### src/seq_phase_map.svh
// timing counts, strap decode figures and frame layout for the sequencing block
`ifndef SEQ_PHASE_MAP_SVH
`define SEQ_PHASE_MAP_SVH
`define CLK_MHZ 40
`define ADDR_MULT 10'h019
`define ADDR_W 7
`define PHASE_STEPS_PER_ADDR 2
`define PHASE_FULL_STEP 5'h10
`define SW_PERIOD_CYC 8'hA0
`define PHASE_SLOT_CYC 8'h0A
`define BIT_TIME_NS 2000
`define BIT_CYC ((`BIT_TIME_NS * `CLK_MHZ + 999) / 1000)
`define FRAME_BITS 4'hA
`define RX_DATA_BITS 4'h8
`define ROLES_PER_SYNC 3
`endif

### src/seq_phase_pkg.sv
// types for the sequencing and phase spreading block
package seq_phase_pkg;
	typedef enum logic [2:0] {
		ST_OFF = 3'b000,
		ST_WAIT_UP = 3'b001,
		ST_RAMP_UP = 3'b010,
		ST_ON = 3'b011,
		ST_WAIT_DN = 3'b100,
		ST_RAMP_DN = 3'b101
	} seq_state_t;
	typedef enum logic [1:0] {
		ROLE_DISABLED = 2'b00,
		ROLE_FIRST = 2'b01,
		ROLE_LAST = 2'b10,
		ROLE_MIDDLE = 2'b11
	} seq_role_t;
	typedef enum logic [1:0] {
		SYNC_INPUT = 2'b00,
		SYNC_AUTO = 2'b01,
		SYNC_OUTPUT = 2'b10
	} sync_dir_t;
endpackage

### src/seq_phase_spread.sv
// strap address decode, phase spreading and interdevice bus sequencing
`timescale 1ns/1ps
`include "seq_phase_map.svh"
module seq_phase_spread (
	input wire logic ref_clk,
	input wire logic rst_b,
	input wire logic [4:0] addr_strap_low,
	input wire logic [4:0] addr_strap_high,
	input wire logic [3:0] cfg_strap,
	input wire logic current_share_en,
	input wire logic host_phase_en,
	input wire logic [4:0] host_phase_step,
	input wire logic host_chain_en,
	input wire logic host_pred_en,
	input wire logic [6:0] host_pred_addr,
	input wire logic host_succ_en,
	input wire logic [6:0] host_succ_addr,
	input wire logic group_enable,
	input wire logic power_good,
	input wire logic sync_in,
	input wire logic interdevice_bus_in,
	output logic interdevice_bus_out,
	output logic interdevice_bus_oe_b,
	output logic sync_out,
	output logic sync_out_oe_b,
	output logic sw_start,
	output logic rail_on,
	output logic [6:0] dev_addr,
	output logic [3:0] phase_step,
	output seq_phase_pkg::seq_role_t seq_role,
	output seq_phase_pkg::sync_dir_t sync_dir,
	output logic seq_active
);
	import seq_phase_pkg::*;

	localparam logic [7:0] BIT_CYC = 8'(`BIT_CYC);
	localparam logic [7:0] HALF_BIT = 8'(`BIT_CYC / 2);

	function automatic logic frame_hit(input logic [6:0] a, input logic d, input logic [6:0] t, input logic w);
		frame_hit = (a == t) && (d == w);
	endfunction

	seq_state_t state_reg, state_next;
	logic [6:0] addr_reg;
	logic [3:0] phase_reg;
	seq_role_t role_reg;
	sync_dir_t sdir_reg;
	logic [7:0] sw_cnt_reg;
	logic sw_start_reg, sync_out_reg, sync_oe_b_reg, sync_in_d_reg, sync_seen_reg;
	logic [7:0] tx_cnt_reg;
	logic [3:0] tx_left_reg;
	logic [9:0] tx_shift_reg;
	logic [7:0] rx_cnt_reg;
	logic [3:0] rx_left_reg;
	logic [7:0] rx_shift_reg;
	logic rx_busy_reg, rx_done_reg, up_seen_reg, dn_seen_reg, rail_reg, oe_b_reg;

	// address from the two strap indices, wrapped to seven bits
	wire [9:0] addr_full = addr_strap_high * `ADDR_MULT + {5'h00, addr_strap_low};
	wire [6:0] addr_next = addr_full[6:0];
	wire [1:0] cfg_role = 2'(cfg_strap / `ROLES_PER_SYNC);
	wire [1:0] cfg_sync = 2'(cfg_strap % `ROLES_PER_SYNC);
	wire cfg_valid = cfg_strap < 4'hC;
	wire auto_seq = (role_reg != ROLE_DISABLED) && !current_share_en && !host_chain_en;
	wire seq_on = auto_seq || host_chain_en;
	wire host_step_ok = host_phase_en && !auto_seq && (host_phase_step <= `PHASE_FULL_STEP);
	wire [3:0] addr_step = {addr_reg[2:0], 1'b0};
	wire [3:0] phase_next = host_step_ok ? host_phase_step[3:0] : addr_step;
	wire has_pred = host_chain_en ? host_pred_en : (role_reg == ROLE_LAST || role_reg == ROLE_MIDDLE);
	wire has_succ = host_chain_en ? host_succ_en : (role_reg == ROLE_FIRST || role_reg == ROLE_MIDDLE);
	wire [6:0] pred_addr = host_chain_en ? host_pred_addr : addr_reg - 7'h01;
	wire [6:0] succ_addr = host_chain_en ? host_succ_addr : addr_reg + 7'h01;
	wire rx_hit_up = rx_done_reg && frame_hit(rx_shift_reg[6:0], rx_shift_reg[7], pred_addr, 1'b1);
	wire rx_hit_dn = rx_done_reg && frame_hit(rx_shift_reg[6:0], rx_shift_reg[7], succ_addr, 1'b0);
	wire may_up = !has_pred || up_seen_reg || rx_hit_up;
	wire may_dn = !has_succ || dn_seen_reg || rx_hit_dn;
	wire tx_busy = tx_left_reg != 4'h0;
	wire send_up = seq_on && state_reg == ST_RAMP_UP && power_good && !tx_busy;
	wire send_dn = seq_on && state_reg == ST_RAMP_DN && !power_good && !tx_busy;
	wire rx_start = !rx_busy_reg && !tx_busy && !interdevice_bus_in;
	wire sync_edge = sync_in && !sync_in_d_reg;
	wire follow_sync = sdir_reg == SYNC_INPUT || (sdir_reg == SYNC_AUTO && sync_seen_reg);
	// eight bits wide so that step 15 still lands on cycle 150 of the period
	wire [7:0] phase_at = 8'(phase_reg) * `PHASE_SLOT_CYC;
	wire [7:0] sw_cnt_next = (follow_sync && sync_edge) || sw_cnt_reg == `SW_PERIOD_CYC - 8'h01 ? 8'h00
		: sw_cnt_reg + 8'h01;

	always_comb begin
		state_next = state_reg;
		case (state_reg)
			ST_OFF: begin
				if (group_enable) begin
					state_next = ST_WAIT_UP;
				end
			end
			ST_WAIT_UP: begin
				if (!group_enable) begin
					state_next = ST_OFF;
				end else if (!seq_on || may_up) begin
					state_next = ST_RAMP_UP;
				end
			end
			ST_RAMP_UP: begin
				if (!group_enable) begin
					state_next = ST_WAIT_DN;
				end else if (power_good && (!seq_on || !tx_busy)) begin
					state_next = ST_ON;
				end
			end
			ST_ON: begin
				if (!group_enable) begin
					state_next = ST_WAIT_DN;
				end
			end
			ST_WAIT_DN: begin
				if (!seq_on || may_dn) begin
					state_next = ST_RAMP_DN;
				end
			end
			ST_RAMP_DN: begin
				if (!power_good && (!seq_on || !tx_busy)) begin
					state_next = ST_OFF;
				end
			end
			default: begin
				state_next = ST_OFF;
			end
		endcase
	end

	always_ff @(posedge ref_clk) begin
		if (!rst_b) begin
			state_reg <= ST_OFF;
			rail_reg <= 1'b0;
		end else begin
			state_reg <= state_next;
			rail_reg <= state_next == ST_RAMP_UP || state_next == ST_ON || state_next == ST_WAIT_DN;
		end
	end

	// strap decode, refreshed every cycle
	always_ff @(posedge ref_clk) begin
		if (!rst_b) begin
			addr_reg <= 7'h00;
			role_reg <= ROLE_DISABLED;
			sdir_reg <= SYNC_INPUT;
			phase_reg <= 4'h0;
		end else begin
			addr_reg <= addr_next;
			role_reg <= cfg_valid ? seq_role_t'(cfg_role) : ROLE_DISABLED;
			sdir_reg <= cfg_valid ? sync_dir_t'(cfg_sync) : SYNC_INPUT;
			phase_reg <= phase_next;
		end
	end

	// switching period and phase-delayed cycle start
	always_ff @(posedge ref_clk) begin
		if (!rst_b) begin
			sw_cnt_reg <= 8'h00;
			sw_start_reg <= 1'b0;
			sync_in_d_reg <= 1'b0;
			sync_seen_reg <= 1'b0;
			sync_out_reg <= 1'b0;
			sync_oe_b_reg <= 1'b1;
		end else begin
			sw_cnt_reg <= sw_cnt_next;
			sw_start_reg <= sw_cnt_next == phase_at;
			sync_in_d_reg <= sync_in;
			sync_seen_reg <= sync_seen_reg || (sdir_reg == SYNC_AUTO && sync_edge);
			sync_out_reg <= sw_cnt_next == 8'h00;
			sync_oe_b_reg <= follow_sync;
		end
	end

	// event frame out: start bit, address, direction, stop
	always_ff @(posedge ref_clk) begin
		if (!rst_b) begin
			tx_cnt_reg <= 8'h00;
			tx_left_reg <= 4'h0;
			tx_shift_reg <= 10'h3FF;
			oe_b_reg <= 1'b1;
		end else if (send_up || send_dn) begin
			tx_shift_reg <= {1'b1, send_up, addr_reg, 1'b0};
			tx_left_reg <= `FRAME_BITS;
			tx_cnt_reg <= BIT_CYC - 8'h01;
			oe_b_reg <= 1'b0;
		end else if (tx_busy) begin
			if (tx_cnt_reg == 8'h00) begin
				tx_cnt_reg <= BIT_CYC - 8'h01;
				tx_left_reg <= tx_left_reg - 4'h1;
				tx_shift_reg <= {1'b1, tx_shift_reg[9:1]};
				oe_b_reg <= tx_left_reg == 4'h1 ? 1'b1 : tx_shift_reg[1];
			end else begin
				tx_cnt_reg <= tx_cnt_reg - 8'h01;
			end
		end else begin
			oe_b_reg <= 1'b1;
		end
	end

	// event frame in: sample mid-bit after the start bit
	always_ff @(posedge ref_clk) begin
		if (!rst_b) begin
			rx_busy_reg <= 1'b0;
			rx_cnt_reg <= 8'h00;
			rx_left_reg <= 4'h0;
			rx_shift_reg <= 8'h00;
			rx_done_reg <= 1'b0;
		end else begin
			rx_done_reg <= 1'b0;
			if (rx_start) begin
				rx_busy_reg <= 1'b1;
				rx_cnt_reg <= BIT_CYC + HALF_BIT - 8'h01;
				rx_left_reg <= `RX_DATA_BITS;
			end else if (rx_busy_reg) begin
				if (rx_cnt_reg != 8'h00) begin
					rx_cnt_reg <= rx_cnt_reg - 8'h01;
				end else if (rx_left_reg == 4'h0) begin
					rx_busy_reg <= !interdevice_bus_in;
				end else begin
					rx_shift_reg <= {interdevice_bus_in, rx_shift_reg[7:1]};
					rx_left_reg <= rx_left_reg - 4'h1;
					rx_cnt_reg <= BIT_CYC - 8'h01;
					rx_done_reg <= rx_left_reg == 4'h1;
				end
			end
		end
	end

	// chain events; a hit in the clearing cycle still sets
	always_ff @(posedge ref_clk) begin
		if (!rst_b) begin
			up_seen_reg <= 1'b0;
			dn_seen_reg <= 1'b0;
		end else begin
			up_seen_reg <= rx_hit_up || (up_seen_reg && group_enable);
			dn_seen_reg <= rx_hit_dn || (dn_seen_reg && !group_enable);
		end
	end

	always_ff @(posedge ref_clk) begin
		if (!rst_b) begin
			interdevice_bus_out <= 1'b0;
			interdevice_bus_oe_b <= 1'b1;
			sync_out <= 1'b0;
			sync_out_oe_b <= 1'b1;
			sw_start <= 1'b0;
			rail_on <= 1'b0;
			dev_addr <= 7'h00;
			phase_step <= 4'h0;
			seq_role <= ROLE_DISABLED;
			sync_dir <= SYNC_INPUT;
			seq_active <= 1'b0;
		end else begin
			interdevice_bus_out <= 1'b0;
			interdevice_bus_oe_b <= oe_b_reg;
			sync_out <= sync_out_reg;
			sync_out_oe_b <= sync_oe_b_reg;
			sw_start <= sw_start_reg;
			rail_on <= rail_reg;
			dev_addr <= addr_reg;
			phase_step <= phase_reg;
			seq_role <= role_reg;
			sync_dir <= sdir_reg;
			seq_active <= seq_on;
		end
	end

	chk_bus_low_only: assert property (@(posedge ref_clk) disable iff (!rst_b)
		interdevice_bus_out == 1'b0)
		else $error("interdevice line driven high");
	chk_addr_index_sum: assert property (@(posedge ref_clk) disable iff (!rst_b)
		##1 addr_reg == 7'(10'($past(addr_strap_high)) * 10'h019 + 10'($past(addr_strap_low))))
		else $error("address not 25 times upper plus lower");
	chk_auto_phase: assert property (@(posedge ref_clk) disable iff (!rst_b)
		auto_seq |=> phase_reg == {$past(addr_reg[2:0]), 1'b0})
		else $error("autonomous phase not from address");
	chk_phase_wrap: assert property (@(posedge ref_clk) disable iff (!rst_b)
		(!host_step_ok && addr_reg[2:0] == 3'h0) |=> phase_reg == 4'h0)
		else $error("offset does not wrap at eight addresses");
	chk_host_phase: assert property (@(posedge ref_clk) disable iff (!rst_b)
		host_step_ok |=> phase_reg == $past(host_phase_step[3:0]))
		else $error("host phase step not applied");
	chk_start_slot: assert property (@(posedge ref_clk) disable iff (!rst_b)
		sw_start_reg |-> sw_cnt_reg == $past(phase_at))
		else $error("cycle start not at phase slot");
	chk_wait_pred: assert property (@(posedge ref_clk) disable iff (!rst_b)
		(state_reg == ST_WAIT_UP && seq_on && has_pred && !up_seen_reg && !rx_hit_up && group_enable)
		|=> state_reg == ST_WAIT_UP)
		else $error("powered up before predecessor");
	chk_wait_succ: assert property (@(posedge ref_clk) disable iff (!rst_b)
		(state_reg == ST_WAIT_DN && seq_on && has_succ && !dn_seen_reg && !rx_hit_dn)
		|=> state_reg == ST_WAIT_DN)
		else $error("powered down before successor");
	chk_share_blocks: assert property (@(posedge ref_clk) disable iff (!rst_b)
		(current_share_en && !host_chain_en) |-> !auto_seq)
		else $error("autonomous sequencing on sharing rail");
	chk_enable_start: assert property (@(posedge ref_clk) disable iff (!rst_b)
		(state_reg == ST_OFF && group_enable) |=> state_reg == ST_WAIT_UP)
		else $error("enable did not start turn-on");
	chk_plain_on: assert property (@(posedge ref_clk) disable iff (!rst_b)
		(state_reg == ST_WAIT_UP && group_enable && !seq_on) |=> rail_reg)
		else $error("unsequenced rail did not follow enable");
	chk_frame_start: assert property (@(posedge ref_clk) disable iff (!rst_b)
		(send_up || send_dn) |=> !oe_b_reg [*8])
		else $error("frame start bit too short");

	cov_up_event: cover property (@(posedge ref_clk) disable iff (!rst_b) send_up);
	cov_dn_event: cover property (@(posedge ref_clk) disable iff (!rst_b) send_dn);
	cov_pred_hit: cover property (@(posedge ref_clk) disable iff (!rst_b) rx_hit_up ##1 state_reg == ST_RAMP_UP);
	cov_sync_follow: cover property (@(posedge ref_clk) disable iff (!rst_b) follow_sync && sync_edge);
endmodule

### config.mk
export PLATFORM = sky130hd
export DESIGN_NAME = seq_phase_spread
export DESIGN_NICKNAME = d
export VERILOG_FILES = /design/src/seq_phase_pkg.sv /design/src/seq_phase_spread.sv
export VERILOG_INCLUDE_DIRS = /design/src /design/src/src
export SDC_FILE = /design/constraint.sdc
export NUM_CORES = 1
export LEC_CHECK = 0
export ABC_AREA = 1
export BUFFER_PORTS_ARGS = -buffer_cell sky130_fd_sc_hd__buf_2
export CAP_MARGIN = 20
export CELL_PAD_IN_SITES_DETAIL_PLACEMENT = 0
export CELL_PAD_IN_SITES_GLOBAL_PLACEMENT = 1
export CORE_ASPECT_RATIO = 0.6
export CORE_MARGIN = 2
export CORE_UTILIZATION = 44
export CTS_BUF_LIST = sky130_fd_sc_hd__clkbuf_4 sky130_fd_sc_hd__clkbuf_8
export DETAILED_ROUTE_END_ITERATION = 8
export PLACE_DENSITY_LB_ADDON = 0.1
export REMOVE_ABC_BUFFERS = 1
export SYNTH_ARGS = -nofsm -noshare
export SYNTH_HDL_FRONTEND = slang
export SYNTH_SLANG_ARGS = --single-unit
### constraint.sdc
create_clock -name ref_clk -period 2.9 [get_ports ref_clk]
set_input_delay 0.29 -clock ref_clk [delete_from_list [all_inputs] [get_ports ref_clk]]
set_output_delay 0.29 -clock ref_clk [all_outputs]
set_load 0.03 [all_outputs]
==> summary.txt <==
status: finished, final reports clean
CTS Hold Bufs: 0
vias: 4830
CP top delay family: adder cells
FF-to-FF setup slack: 0.68 ns
cell taking the most area after synthesis: dfxtp_1
Worst Path Required: 3.13 ns
WL/cell: 12.66 um
total internal power: 2.398 mW
CTS tree: done
clock share of power: 0.210
Worst Skew: 0.01388 ns
synth warn: 0
Primary FF master, synth: dfxtp_1
Final Hold Fails: 0
worst-margin pin slew: 0.9349 ns
largest net degree at the start of global routing: 29
die width: 147.1 um
Pwr Total: 4.039 mW
#FFs+latches synth: 98
synthesized area: 5409 um2
Worst R2R Start: tx_left_reg[1]
Remaining DRCs: 0
count leader, synth: nand2_1
async set-reset flop share out of synthesis: 0
Die ar.: 13220 um2
Combinational Power Share: 0.368
relative slew slack: 0.3760
TNS Setup: 0 ns
Via-to-Cell Ratio: 4.909
Total GRT Usage: 0.1961
share of post-route cells with drive strength above 1: 0.1441
fillcell total: 1211
max_cap viols: 0
routability cong.: 0.8283
first-pass GRT wire length: 21040 um
fin crit period: 2.342 ns
final setup vio count: 0
post_cts resized: 0
CP Launch Type: input pin
Overflow after GRT: 0
critical path class: in2reg
Max IR drop VDD: 0.3151 mV
fin. max-slew vios: 0
Diodes inserted: 0
area added between synthesis and finish: 12.07%
hold path depth: 3
Reg power frac: 0.422
detailed-placement wirelength estimate: 9610 um
Clock Sinks: 98
DR iter-0 viols: 322
Leak Pwr: 3.093 nW
critical path data arrival time: 2.58 ns
Net Sw Frac: 0.4062
Clk Latency, worst-skew pair: 0.38 ns
hold worst-path end: sync_in_d_reg
Ports: 66
worst-path fanout max: 4
Worst R2R End: tx_shift_reg[3]
PD cells: 666.3 nW/um2
final worst path period share: 0.8075
fmax: 427.0 MHz
initial antenna violation count: 0
Worst Hold Class: in2reg
vias in the first global route: 4380
Routed WL: 12460 um
drt pass-1 iters: 4
clock root cell: clkbuf_8
Hold Startpoint: sync_in
# rows: 31
sw power: 1.641 mW
Final #Nets: 896
Crit path largest cell delay: 0.53 ns
critical path buffer and inverter count: 3
EDFF count, synth: 0
PortBufs: 64
H-tree depth: 3
core area: 12020 um2
Slowest cell on crit path: fa_1
Post-CTS Setup Inserts: 0
Post-DRT Antenna Nets: 0
top-area cell type share of the netlist area: 0.3627
Initial Util: 0.4498
CP dominant cell by count: ha_1
Avg Cell Area, Syn: 7.193 um2
Critical Path Sink Type: flip-flop
Register-to-Register Path Depth: 9
Inserted Clock Buffers: 9
CP cell instances: buf_2 > ha_1 > ha_1 > inv_1 > fa_1 > inv_1 > ha_1 > nand2_1 > a21oi_1 > nor2_1 > xnor2_1 > xor2_1 > nor2_1
Clock Path Buffers: 2
sequential area share after synthesis: 0.3627
die height: 89.88 um
Post-Syn Instances: 752
Clock transition at path regs: 0.11 ns
count of cell types in the netlist: 44
RSZ-0062 raised after global routing: no
ranking of synthesized cells by area: dfxtp_1 (36%), nand2_1 (11%), inv_1 (8.9%), ha_1 (7.9%), nand3_1 (4.7%)
top cells by count, synth: nand2_1 (159), inv_1 (128), dfxtp_1 (98)
-- tightest hold or removal path, delay by kind of cell --
family | cells | cell delay, ns
buffers and inverters | 2 | 0.14
and+or+nand+nor | 1 | 0.05
-- power groups by stage --
stage	clock, mW	combinational (mW)	sequential, mW
2_1_floorplan	0	1.07	1.74
3_3_place_gp	0	1.46	1.72
3_5_place_dp	0	1.49	1.73
4_1_cts	0.890	1.49	1.70
5_1_grt	0.949	1.71	1.73
6_report	0.849	1.49	1.70
-- area by class of cell --
class | instances | area [um2] | area share
clock buffer | 9 | 123.9 | 0.02043
clock inverter | 7 | 60.06 | 0.009907
inverter | 130 | 488.0 | 0.08050
multi-input combinational | 504 | 2849 | 0.4700
sequential | 98 | 1962 | 0.3236
tap | 165 | 206.4 | 0.03406
timing repair buffer | 71 | 372.9 | 0.06151
-- stage by stage --
step	instances	instance area, um2	hold WS, ns	setup slack [ns]	util
floorplan	732	5299	0.3587	0.4354	-
global placement	968	5878	0.3971	0.1793	0.4889
detailed placement	968	5878	0.4003	0.1474	0.4889
CTS	984	6062	0.1038	0.5562	0.5042
global route	984	6062	0.1220	0.3484	0.5042
finish	984	6062	0.1275	0.5583	0.5042
-- layer usage --
metal,vias up,global-route usage,wire length [um]
met1,2201,0.3002,6804
met3,11,0.04416,495
met4,0,0.04247,109
li1,2541,-,-
met5,-,0,0
met2,77,0.2792,5047
-- cell families (layout without fill, tap and decap cells) --
| logic type | after synthesis | count (layout) | share of synthesized area |
|---|---|---|---|
| buffers and inverters | 150 | 217 | 0.1106 |
| AND/OR/NAND/NOR | 329 | 329 | 0.2801 |
| AO/OA/AOI/OAI | 118 | 118 | 0.1233 |
| other | 1 | 1 | 0.0006933 |
| adder cells (fa/ha/maj) | 38 | 38 | 0.09345 |
| flip-flops | 98 | 98 | 0.3627 |
| XOR/XNOR | 18 | 18 | 0.02915 |
-- how the worst max path moves through the flow --
stage | slack (ns) | cells after the start | startpoint | to
6_report | 0.56 | 13 | addr_strap_high[0] | addr_reg[6]
5_1_grt | 0.35 | 9 | tx_left_reg[1] | tx_shift_reg[3]
4_1_cts | 0.56 | 13 | addr_strap_high[0] | addr_reg[6]
3_5_place_dp | 0.15 | 13 | addr_strap_high[0] | addr_reg[6]
3_3_place_gp | 0.18 | 13 | addr_strap_high[0] | addr_reg[6]
2_1_floorplan | 0.44 | 12 | addr_strap_high[0] | addr_reg[6]
-- placed cells by master, fill, tap and decap left out, types with 3 or more instances in the layout --
cell      Yosys  routed
buf_2         4      64
nand4_1      13      13
dfxtp_1      98      98
buf_4         4       7
o21ai_0      48      48
clkbuf_8      0       9
nand3_1      51      51
fa_1          4       4
o211ai_1      5       5
o31ai_1       3       3
or2_2        12      12
a31oi_1       6       6
inv_1       128     128
ha_1         34      34
nor3_4        4       4
o221ai_1      4       4
nor2_1       61      61
a21oi_1      43      43
xor2_1       10      10
nand2_1     159     159
xnor2_1       8       8
nor2_2        3       3
nor4_1        3       3
nor3_1       11      11
Note: power is estimated with default switching activity, not from simulation.
